### src/design/gtc_pkg.sv
// Package: constants and carrier types for the transmit clocking and phase FIFO block
package gtc_pkg;
	// Reference clock choices, in kHz
	localparam int REF_KHZ_LOW        = 62500;
	localparam int REF_KHZ_HIGH       = 125000;
	// Serial clock and its parallel division
	localparam int SERIAL_KHZ         = 625000;
	localparam int MULT_LOW_REF       = 10;
	localparam int MULT_HIGH_REF      = 5;
	localparam int LOCAL_DIV          = 5;
	localparam int PAR_KHZ            = SERIAL_KHZ / LOCAL_DIV;
	// System clock, used to pace the parallel enable
	localparam int SYS_KHZ            = 100000;
	// Phase FIFO depth and latency window in parallel cycles
	localparam int FIFO_DEPTH         = 4;
	localparam int LAT_MIN            = 2;
	localparam int LAT_MAX            = 3;
	// Widths
	localparam int DATA_W             = 8;
	localparam int CODE_W             = 10;
	// Reset values
	localparam logic [9:0] CODE_RST   = 10'h000;
	localparam logic [7:0] DATA_RST   = 8'h00;

	// Reference selection
	typedef enum logic [0:0]
	{
		GTC_REF_125  = 1'b0,
		GTC_REF_62P5 = 1'b1
	} gtc_ref_sel_t;

	// One transmit word: data byte plus control flag
	typedef struct packed
	{
		logic       ctrl;
		logic [7:0] data;
	} gtc_word_t;
endpackage : gtc_pkg

### src/design/gtc_skid.sv
// Two-entry valid/ready buffer in front of the encoder output
`timescale 1ns/1ps
module gtc_skid #(
	parameter int W = 10
) (
	input  wire logic         i_clk_sys,
	input  wire logic         i_rst_n,
	input  wire logic [W-1:0] i_data,
	input  wire logic         i_valid,
	output logic              o_ready,
	output logic [W-1:0]      o_data,
	output logic              o_valid,
	input  wire logic         i_ready
);
	logic [W-1:0] mem [2];
	logic [W-1:0] next_mem [2];
	logic [1:0]   cnt;
	logic [1:0]   next_cnt;
	logic         rd;
	logic         next_rd;
	logic         push;
	logic         pop;

	assign o_ready = (cnt != 2'h2);
	assign o_valid = (cnt != 2'h0);
	assign o_data  = mem[rd];
	assign push    = i_valid && o_ready;
	assign pop     = o_valid && i_ready;

	// Next state of the two slots
	always_comb
	begin
		next_mem = mem;
		next_cnt = cnt;
		next_rd  = rd;
		if (push)
			next_mem[rd ^ cnt[0]] = i_data;
		if (pop)
			next_rd = ~rd;
		case ({push, pop})
			2'b10: next_cnt = cnt + 2'h1;
			2'b01: next_cnt = cnt - 2'h1;
			default: next_cnt = cnt;
		endcase
	end

	// Register
	always_ff @(posedge i_clk_sys or negedge i_rst_n)
	begin
		if (!i_rst_n)
		begin
			mem[0] <= '0;
			mem[1] <= '0;
			cnt    <= 2'h0;
			rd     <= 1'b0;
		end
		else
		begin
			mem <= next_mem;
			cnt <= next_cnt;
			rd  <= next_rd;
		end
	end
endmodule // gtc_skid

### src/design/gtc_tx_chan.sv
// Transmit channel clocking model, phase FIFO and encoder entry
`timescale 1ns/1ps
module gtc_tx_chan #(
	parameter int DEPTH = gtc_pkg::FIFO_DEPTH
) (
	input  wire logic                 i_clk_sys,
	input  wire logic                 i_rst_n,
	input  wire gtc_pkg::gtc_ref_sel_t i_ref_sel,
	input  wire logic                 i_ser_tick,
	input  wire logic                 i_wr_tick_ext,
	input  wire logic                 i_wr_tick_used,
	input  wire gtc_pkg::gtc_word_t   i_word,
	input  wire logic                 i_word_valid,
	output logic                      o_word_ready,
	output logic                      o_par_tick,
	output logic                      o_ser_tick,
	output logic [3:0]                o_pll_mult,
	output logic [9:0]                o_code,
	output logic                      o_code_valid,
	input  wire logic                 i_code_ready
);
	localparam int AW = $clog2(DEPTH);

	// Stable multiplier for the chosen reference
	logic [3:0] next_mult;
	logic [3:0] mult;
	always_comb
	begin
		case (i_ref_sel)
			gtc_pkg::GTC_REF_62P5: next_mult = 4'(gtc_pkg::MULT_LOW_REF);
			default:               next_mult = 4'(gtc_pkg::MULT_HIGH_REF);
		endcase
	end

	// Local divider: one parallel tick per five serial ticks
	logic [2:0] div_cnt;
	logic [2:0] next_div_cnt;
	logic       next_par;
	always_comb
	begin
		next_div_cnt = div_cnt;
		next_par     = 1'b0;
		if (i_ser_tick)
		begin
			if (div_cnt == 3'(gtc_pkg::LOCAL_DIV - 1))
			begin
				next_div_cnt = 3'h0;
				next_par     = 1'b1;
			end
			else
				next_div_cnt = div_cnt + 3'h1;
		end
	end

	// Write tick: external when present, else our parallel tick
	logic wr_tick;
	assign wr_tick = i_wr_tick_used ? i_wr_tick_ext : o_par_tick;

	// Phase FIFO, four words, written per write tick, read per parallel tick
	gtc_pkg::gtc_word_t mem [DEPTH];
	gtc_pkg::gtc_word_t next_mem [DEPTH];
	logic [AW:0] wp, next_wp, rp, next_rp;
	logic [AW:0] fill;
	logic        wr_en, rd_en;
	gtc_pkg::gtc_word_t rd_word;
	logic        enc_ready;
	assign fill    = wp - rp;
	assign wr_en   = wr_tick && i_word_valid && (fill != (AW+1)'(DEPTH));
	// Read only while at least two words are held, giving two to three ticks of latency
	assign rd_en   = o_par_tick && (fill > (AW+1)'(1)) && enc_ready;
	assign rd_word = mem[rp[AW-1:0]];

	always_comb
	begin
		next_mem = mem;
		next_wp  = wp;
		next_rp  = rp;
		if (wr_en)
		begin
			next_mem[wp[AW-1:0]] = i_word;
			next_wp = wp + (AW+1)'(1);
		end
		if (rd_en)
			next_rp = rp + (AW+1)'(1);
	end

	// Simple encoder stand-in: control flag, 8b data, and a parity bit
	logic [9:0] enc_code;
	assign enc_code = {rd_word.ctrl, ^rd_word.data, rd_word.data};

	// Output buffer so that an encoder stall loses no word
	logic [9:0] sk_data;
	logic       sk_valid;
	gtc_skid #(.W(gtc_pkg::CODE_W)) u_skid (
		.i_clk_sys (i_clk_sys),
		.i_rst_n   (i_rst_n),
		.i_data    (enc_code),
		.i_valid   (rd_en),
		.o_ready   (enc_ready),
		.o_data    (sk_data),
		.o_valid   (sk_valid),
		.i_ready   (sk_pop)
	);

	// Output stage, registered for clean ports
	logic       next_code_valid;
	logic [9:0] next_code;
	logic       sk_pop;
	always_comb
	begin
		next_code_valid = o_code_valid;
		next_code       = o_code;
		// Take from the buffer exactly when the output register loads
		sk_pop          = !o_code_valid || i_code_ready;
		if (sk_pop)
		begin
			next_code_valid = sk_valid;
			next_code       = sk_data;
		end
	end

	// Register all state
	always_ff @(posedge i_clk_sys or negedge i_rst_n)
	begin
		if (!i_rst_n)
		begin
			mult         <= 4'(gtc_pkg::MULT_HIGH_REF);
			div_cnt      <= 3'h0;
			o_par_tick   <= 1'b0;
			o_ser_tick   <= 1'b0;
			o_pll_mult   <= 4'(gtc_pkg::MULT_HIGH_REF);
			wp           <= '0;
			rp           <= '0;
			o_word_ready <= 1'b0;
			o_code       <= gtc_pkg::CODE_RST;
			o_code_valid <= 1'b0;
			for (int k = 0; k < DEPTH; k++)
				mem[k] <= '0;
		end
		else
		begin
			mult         <= next_mult;
			o_pll_mult   <= mult;
			div_cnt      <= next_div_cnt;
			o_par_tick   <= next_par;
			o_ser_tick   <= i_ser_tick;
			wp           <= next_wp;
			rp           <= next_rp;
			mem          <= next_mem;
			o_word_ready <= ((next_wp - next_rp) != (AW+1)'(DEPTH));
			o_code       <= next_code;
			o_code_valid <= next_code_valid;
		end
	end
endmodule // gtc_tx_chan

### config.mk
export PLATFORM = sky130hd
export DESIGN_NAME = gtc_tx_chan
export DESIGN_NICKNAME = d
export VERILOG_FILES = /design/src/design/gtc_pkg.sv /design/src/design/gtc_skid.sv /design/src/design/gtc_tx_chan.sv
export SDC_FILE = /design/constraint.sdc
export NUM_CORES = 1
export LEC_CHECK = 0
export BUFFER_PORTS_ARGS = -buffer_cell sky130_fd_sc_hd__buf_2
export CAP_MARGIN = 30
export CORE_ASPECT_RATIO = 1.1
export CORE_MARGIN = 5
export CORE_UTILIZATION = 33
export DETAILED_ROUTE_END_ITERATION = 12
export GPL_ROUTABILITY_DRIVEN = 0
export GPL_TIMING_DRIVEN = 0
export PLACE_DENSITY = 0.52
export SLEW_MARGIN = 25
export SYNTH_ARGS = -nofsm -noshare
export SYNTH_HDL_FRONTEND = slang
export SYNTH_HIERARCHICAL = 1
export SYNTH_SLANG_ARGS = --single-unit
### constraint.sdc
create_clock -name i_clk_sys -period 4.72 [get_ports i_clk_sys]
set_input_delay 0.708 -clock i_clk_sys [delete_from_list [all_inputs] [get_ports i_clk_sys]]
set_output_delay 0.708 -clock i_clk_sys [all_outputs]
set_load 0.01 [all_outputs]
==> results of run 1 <==
-- kinds of logic (layout without fill, tap and decap cells) --
kind of cell	count (synthesis)	after routing	share of synthesized area, %
flops	86	86	48.8
compound gates	80	80	11.8
mux	67	67	19.3
simple gates	65	65	8.84
buf+inv	34	85	3.57
xor+xnor	17	17	4.05
fa+ha+maj	12	12	3.57
-- power breakdown --
group | leakage (nW) | internal [mW] | switching, mW | total, mW
registers | 1.10 | 1.00 | 0.163 | 1.16
logic | 0.986 | 0.775 | 0.815 | 1.59
clock network | 0.153 | 0.455 | 0.283 | 0.738
-- layout by cell type (no fill, tap or decap), drive strengths merged, types with 5 or more instances in the layout --
master	netlist	final
xor2	5	5
xnor2	10	10
mux4	9	9
a211oi	9	9
nand3b	10	10
o21bai	10	10
mux2	57	57
dfrtp	84	84
inv	11	11
clkbuf	7	21
or4b	9	9
o221ai	9	9
nor2	11	11
ha	11	11
a21oi	23	23
nand2	12	12
or3	10	10
o21ai	24	24
buf	16	51
-- flip-flops by register name, summed over array words and instances, names as in the netlist, 2 cells and up --
signal and flops:
o_code 10, mult 2, mem 36, rp 3, wp 3, u_skid/cnt 2
div_cnt 3, o_pll_mult 2, u_skid/mem 20
-- layout make-up --
type                       instances  area (um2)
buffer                            23         116
clock buffer                      14         274
clock inverter                     2        38.8
fill                            1255        8030
inverter                          11        41.3
multi-input combinational        241        2100
sequential                        86        2150
tap                              161         201
timing repair buffer              35         196
-- metal layers --
| layer | share of wire [%] | vias to the layer above | GRT usage, % | routed length (um) |
|---|---|---|---|---|
| met5 | 0 | - | 0 | 0 |
| met4 | 2.9 | 0 | 6.30 | 290 |
| met3 | 2.7 | 23 | 2.02 | 271 |
| met2 | 48 | 59 | 21.7 | 4780 |
| met1 | 47 | 1539 | 17.8 | 4650 |
| li1 | - | 1417 | - | - |
-- path summary, 6_finish.rpt --
| kind | end | slack, ps | depth (start not counted) |
|---|---|---|---|
| max in group asynchronous | u_skid/mem[3]$_DFFE_PN0P_ | 3850 | 2 |
| max reg2reg | u_skid/cnt[1]$_DFFE_PN0P_ | 1030 | 13 |
| min in group i_clk_sys | o_pll_mult[1]$_DFF_PN0_ | 350 | 0 |
| min | o_code[4]$_DFFE_PN0P_ | 290 | 1 |
| max | u_skid/cnt[1]$_DFFE_PN0P_ | 1030 | 13 |
| min reg2reg | o_pll_mult[1]$_DFF_PN0_ | 350 | 0 |
-- worst reg2reg max path, cell delays in order (launching register included) --
cell	delay, ps
dfrtp_1	390
inv_1	120
ha_1	230
fa_1	420
xor3_2	290
inv_1	50
a21oi_1	520
buf_2	310
clkbuf_1	490
nand2_1	150
ha_1	230
xnor2_1	140
nor2_1	70
xor2_1	140
==> metrics.md, run 1 <==
| Metric | Value |
|---|---|
| Status | `finished clean` |
| Cts hold-fix bufs | `0` |
| P per Cell Area | `681 mW/mm2` |
| Largest net degree at the start of global routing | `45` |
| Register area share after synthesis | `48.8%` |
| # rows | `44` |
| Worst reg2reg startpoint | `wp[0]$_DFF_PN0_` |
| Clk slew on worst S/H paths | `70 ps` |
| Core area | `0.0132 mm2` |
| Max cap viols | `0` |
| Final setup margin | `1030 ps` |
| Worst Tran Pin Value | `755 ps` |
| Max Slew Vio Count | `0` |
| Post-DP HPWL | `6900 um` |
| Hold Crit Class | `in -> async` |
| P&R area growth vs syn | `16.1%` |
| Post-route ant nets | `0` |
| Mean post-synth cell area | `12.2 um2` |
| Post-layout util | `39.0%` |
| Post-synth top area share | `47.6%` |
| Leak | `2.24 nW` |
| Max incr delay on CP | `520 ps` |
| DP Cell Count | `557` |
| Final net count | `436` |
| Post-Syn Nets | `390` |
| Via density | `5.30` |
| Clk root buf | `clkbuf_16` |
| Pre-CTS setup slack | `1030 ps` |
| Htree depth | `3` |
| Global-route wire length before repair | `17000 um` |
| CTS tree | `done` |
| Final setup TNS | `0 ps` |
| Synth top cells by count | `84 x dfrtp_1, 57 x mux2_2, 24 x o21ai_0` |
| Worst slew margin | `49.7%` |
| CP Buf/Inv Count | `4` |
| CTS sink cnt | `86` |
| VDD IR max | `0.272 mV` |
| I/O pin count | `35` |
| Hold Slack | `287 ps` |
| Achievable Freq | `271 MHz` |
| Top FF cell, synth | `dfrtp_1` |
| Worst EP required | `4920 ps` |
| Drt initial violations | `105` |
| Placed cell area | `0.00481 mm2` |
| Fin Clk Skew | `9.05 ps` |
| Final setup vio count | `0` |
| Unrepaired setup endpoints after global routing | `no` |
| Buffers on Ports | `34` |
| Final cycle utilization of the critical path | `78.1%` |
| # DRC | `0` |
| Non-Filler Instances | `573` |
| Detailed Route WL | `10000 um` |
| Crit end category | `flip-flop` |
| Ys Warns | `6` |
| Setup crit start | `wp[0]$_DFF_PN0_` |
| Final Hold Viols | `0` |
| Synth cell types | `37` |
| Die H | `131 um` |
| Die area | `0.0158 mm2` |
| Most frequent cell after synthesis | `dfrtp_1` |
| Family with the most delay on the worst path | `buffers and inverters` |
| Setup bufs post-CTS | `0` |
| Clock period minus worst slack | `3690 ps` |
| Initial antenna violation count | `0` |
| Total CTS buffers | `9` |
| Grt total ovfl | `0` |
| Via count | `3038` |
| Mapped Area | `0.00442 mm2` |
| Pre-antenna DRT Iters | `4` |
| Antenna diodes | `0` |
| Top cells by area, synth | `dfrtp_1 48%, mux2_2 15%, mux4_2 4.6%` |
| Synth area leader | `dfrtp_1` |
| Cell area after layout | `0.00513 mm2` |
| Flops & latches, synth | `86` |
| Crit-path cells | `inv_1 -> ha_1 -> fa_1 -> xor3_2 -> inv_1 -> a21oi_1 -> buf_2 -> clkbuf_1 -> nand2_1 -> ha_1 -> xnor2_1 -> nor2_1 -> xor2_1` |
| Crit Path Class | `reg -> reg` |
| Crit path launch type | `flip-flop` |
| Resized Gates After CTS | `0` |
| Vias in the first global route | `3181` |
| Ratio of cells with drive above 1 in the final layout | `33.3%` |
| Die Wd | `120 um` |
| Crit-path max FO | `10` |
| Post-synth EDFFs | `0` |
| GRT Util Overall | `13.5%` |
| Drt wl/cell | `17.4 um` |
| Initial core utilization | `33.6%` |
| Clk buf depth | `2` |
| Mapped Cells | `361` |
| Tot Pwr | `3.49 mW` |
| Critical Path AT | `3880 ps` |
| CP max stage cell | `a21oi_1` |
| Worst skew pair latency | `340 ps` |
| Async set or reset register ratio after synthesis | `100%` |
Note: power is estimated with default switching activity, not from simulation.
==> inputs of run 2 (changes only) <==
--- a/config.mk
+++ b/config.mk
@@ -5,6 +5,7 @@
 export SDC_FILE = /design/constraint.sdc
 export NUM_CORES = 1
 export LEC_CHECK = 0
+export ABC_AREA = 1
 export BUFFER_PORTS_ARGS = -buffer_cell sky130_fd_sc_hd__buf_2
 export CAP_MARGIN = 30
 export CORE_ASPECT_RATIO = 1.1
==> constraint.sdc (replaced) <==
create_clock -name i_clk_sys -period 3.7 [get_ports i_clk_sys]
set_input_delay 0.555 -clock i_clk_sys [delete_from_list [all_inputs] [get_ports i_clk_sys]]
set_output_delay 0.555 -clock i_clk_sys [all_outputs]
set_load 0.01 [all_outputs]
==> metrics.md, run 2 <==
| Metric | Value |
|---|---|
| Status | `finished clean` |
| Die area | `0.0158 mm2 (+0.31%)` |
| P per Cell Area | `866 mW/mm2 (+27%)` |
| Worst skew pair latency | `340 ps (about the same)` |
| Crit-path max FO | `6 (-4)` |
| Drt initial violations | `149 (+42%)` |
| Post-route ant nets | `0 (unchanged)` |
| Vias in the first global route | `3206 (+0.79%)` |
| Max cap viols | `0 (unchanged)` |
| Ratio of cells with drive above 1 in the final layout | `29.4% (-3.9 points)` |
| Placed cell area | `0.00484 mm2 (+0.47%)` |
| Synth top cells by count | `180 x nand2_1, 84 x dfrtp_1, 39 x nand3_1` |
| Async set or reset register ratio after synthesis | `100% (unchanged)` |
| Flops & latches, synth | `86 (unchanged)` |
| Leak | `2.70 nW (+21%)` |
| CTS tree | `done` |
| Clk root buf | `clkbuf_16` |
| Pre-antenna DRT Iters | `4 (unchanged)` |
| Final setup vio count | `0 (unchanged)` |
| Detailed Route WL | `9220 um (-7.8%)` |
| Worst Tran Pin Value | `461 ps (-294 ps)` |
| Crit end category | `flip-flop` |
| Mapped Area | `0.00443 mm2 (+0.34%)` |
| Most common cell after layout, fill and taps aside | `nand2_1` |
| Antenna diodes | `0 (unchanged)` |
| Crit path launch type | `flip-flop` |
| Clk buf depth | `2 (unchanged)` |
| Initial antenna violation count | `0 (unchanged)` |
| Worst EP required | `3940 ps (-980 ps)` |
| Final net count | `562 (+29%)` |
| Synth cell types | `31 (-16%)` |
| Top sig layer | `met4` |
| Via count | `3186 (+4.9%)` |
| Final setup TNS | `0 ps (unchanged)` |
| Most frequent cell after synthesis | `nand2_1` |
| Commonest cells after routing, fill and taps aside | `180 x nand2_1, 84 x dfrtp_1, 39 x nand3_1` |
| Non-Filler Instances | `699 (+22%)` |
| Total CTS buffers | `9 (unchanged)` |
| Via density | `4.56 (-14%)` |
| Largest net degree at the start of global routing | `45 (unchanged)` |
| Top cells by area, synth | `dfrtp_1 47%, nand2_1 15%, o21ai_2 7.1%` |
| Critical Path AT | `3200 ps (-680 ps)` |
| Buffers on Ports | `34 (unchanged)` |
| Synth area leader | `dfrtp_1` |
| Cts hold-fix bufs | `0 (unchanged)` |
| Post-layout util | `38.6% (-0.33 points)` |
| Achievable Freq | `337 MHz (+24%)` |
| Resized Gates After CTS | `0 (unchanged)` |
| DP Cell Count | `683 (+23%)` |
| Hold Crit Class | `in -> async` |
| Post-synth top area share | `47.4% (-0.16 points)` |
| Cell area after layout | `0.00510 mm2 (-0.44%)` |
| Core area | `0.0132 mm2 (+0.42%)` |
| Hold Slack | `127 ps (-160 ps)` |
| Fin Clk Skew | `7.78 ps (-1.27 ps)` |
| Die H | `132 um (+0.16%)` |
| Drt wl/cell | `13.2 um (-24%)` |
| Largest register FFs | `36 (unchanged)` |
| Post-synth EDFFs | `0 (unchanged)` |
| Clk slew on worst S/H paths | `60 ps (about the same)` |
| GRT Util Overall | `12.9% (-0.58 points)` |
| Global-route wire length before repair | `16100 um (-5.4%)` |
| Unrepaired setup endpoints after global routing | `no` |
| Setup bufs post-CTS | `0 (unchanged)` |
| Worst slew margin | `69.3% (+20 points)` |
| Top FF cell, synth | `dfrtp_1` |
| Final cycle utilization of the critical path | `80.2% (+2.0 points)` |
| P&R area growth vs syn | `15.2%` |
| Layout fillers | `1373 (+9.4%)` |
| Register area share after synthesis | `48.6% (-0.17 points)` |
| Post-DP HPWL | `6500 um (-5.8%)` |
| Met3 routed WL | `322 um (+19%)` |
| Mapped Cells | `487 (+35%)` |
| M1 WL | `4220 um (-9.3%)` |
| # rows | `44 (unchanged)` |
| CTS sink cnt | `86 (unchanged)` |
| # DRC | `0 (unchanged)` |
| I/O pin count | `35 (unchanged)` |
| Top reg by flops | `mem` |
| Final Hold Viols | `0 (unchanged)` |
| VDD IR max | `0.249 mV (-8.3%)` |
| Mean post-synth cell area | `9.10 um2 (-26%)` |
| Post-Syn Nets | `516 (+32%)` |
| Clock period minus worst slack | `2970 ps (-722 ps)` |
| Die Wd | `120 um (+0.15%)` |
| Crit Path Class | `reg -> reg` |
| Met2 Wirelength | `4490 um (-6.2%)` |
| Grt total ovfl | `0 (unchanged)` |
| Htree depth | `3 (unchanged)` |
| Max Slew Vio Count | `0 (unchanged)` |
| Ys Warns | `6 (unchanged)` |
| Biggest regs | `mem (36), u_skid/mem (20), o_code (10)` |
| Initial core utilization | `33.5% (about the same)` |
## run 2: final cells by class
type	instances	area [um2]	area share [%]
Buffer	17	160	3.14
Sequential cell	86	2150	42.2
Clock inverter	5	35.0	0.686
Clock buffer	11	233	4.56
Inverter	49	199	3.90
Multi-Input combinational cell	335	1920	37.6
Timing Repair Buffer	35	204	4.00
Tap cell	161	201	3.95
## run 2: cells by family (layout without fill, tap and decap cells)
kind of cell / Yosys count / after routing / share of synthesized area [%]
adders and majority gates: 12 / 12 / 3.56
xor gates and xnor gates: 7 / 7 / 1.38
and+or+nand+nor: 258 / 258 / 27.0
buffers and inverters: 66 / 117 / 8.10
muxes: 10 / 10 / 2.54
DFF: 86 / 86 / 48.6
AOI/OAI and AO/OA: 48 / 48 / 8.75
## run 2: worst paths after layout
| kind | startpoint | end | slack, ps | cells past startpoint |
|---|---|---|---|---|
| setup / recovery | wp[0]$_DFF_PN0_ | o_word_ready$_DFF_PN0_ | 730 | 17 |
| hold / removal | i_rst_n | o_code_valid$_DFFE_PN0P_ | 130 | 1 |
| setup reg to reg | wp[0]$_DFF_PN0_ | o_word_ready$_DFF_PN0_ | 730 | 17 |
| hold reg to reg | mult[1]$_DFF_PN0_ | o_pll_mult[1]$_DFF_PN0_ | 350 | 0 |
| max in group asynchronous | i_rst_n | mult[2]$_DFF_PN1_ | 2950 | 2 |
| min in group i_clk_sys | i_ref_sel | mult[1]$_DFF_PN0_ | 330 | 1 |
## run 2: power by group
part           switching, mW  internal (mW)
clock network          0.370          0.456
registers              0.222           1.30
logic                   1.27          0.806
## run 2: metal layers
metal  GRT usage, %  vias to the layer above
met2           20.7                       46
met4           5.48                        0
met5              0                        -
li1               -                     1635
met3           3.22                       11
met1           16.5                     1494
## run 2: through the flow
stage          total power [mW]  setup WS (ps)
2_1_floorplan              3.16           1090
3_3_place_gp               3.57            840
3_5_place_dp               3.65            707
4_1_cts                    4.50            688
5_1_grt                    4.86            462
6_report                   4.42            734
## run 2: critical path: stages (launching register included)
cell and delay [ps]:
dfrtp_1 370, inv_1 110, ha_1 220, fa_1 410, inv_1 70, nand2_1 70
nand3_2 110, nand4_4 110, nand2_4 110, inv_8 60, o21ai_0 300, ha_1 310
a21oi_1 230, inv_1 80, nand3_1 110, nand3_1 80, nand2_1 60, nand2_1 40
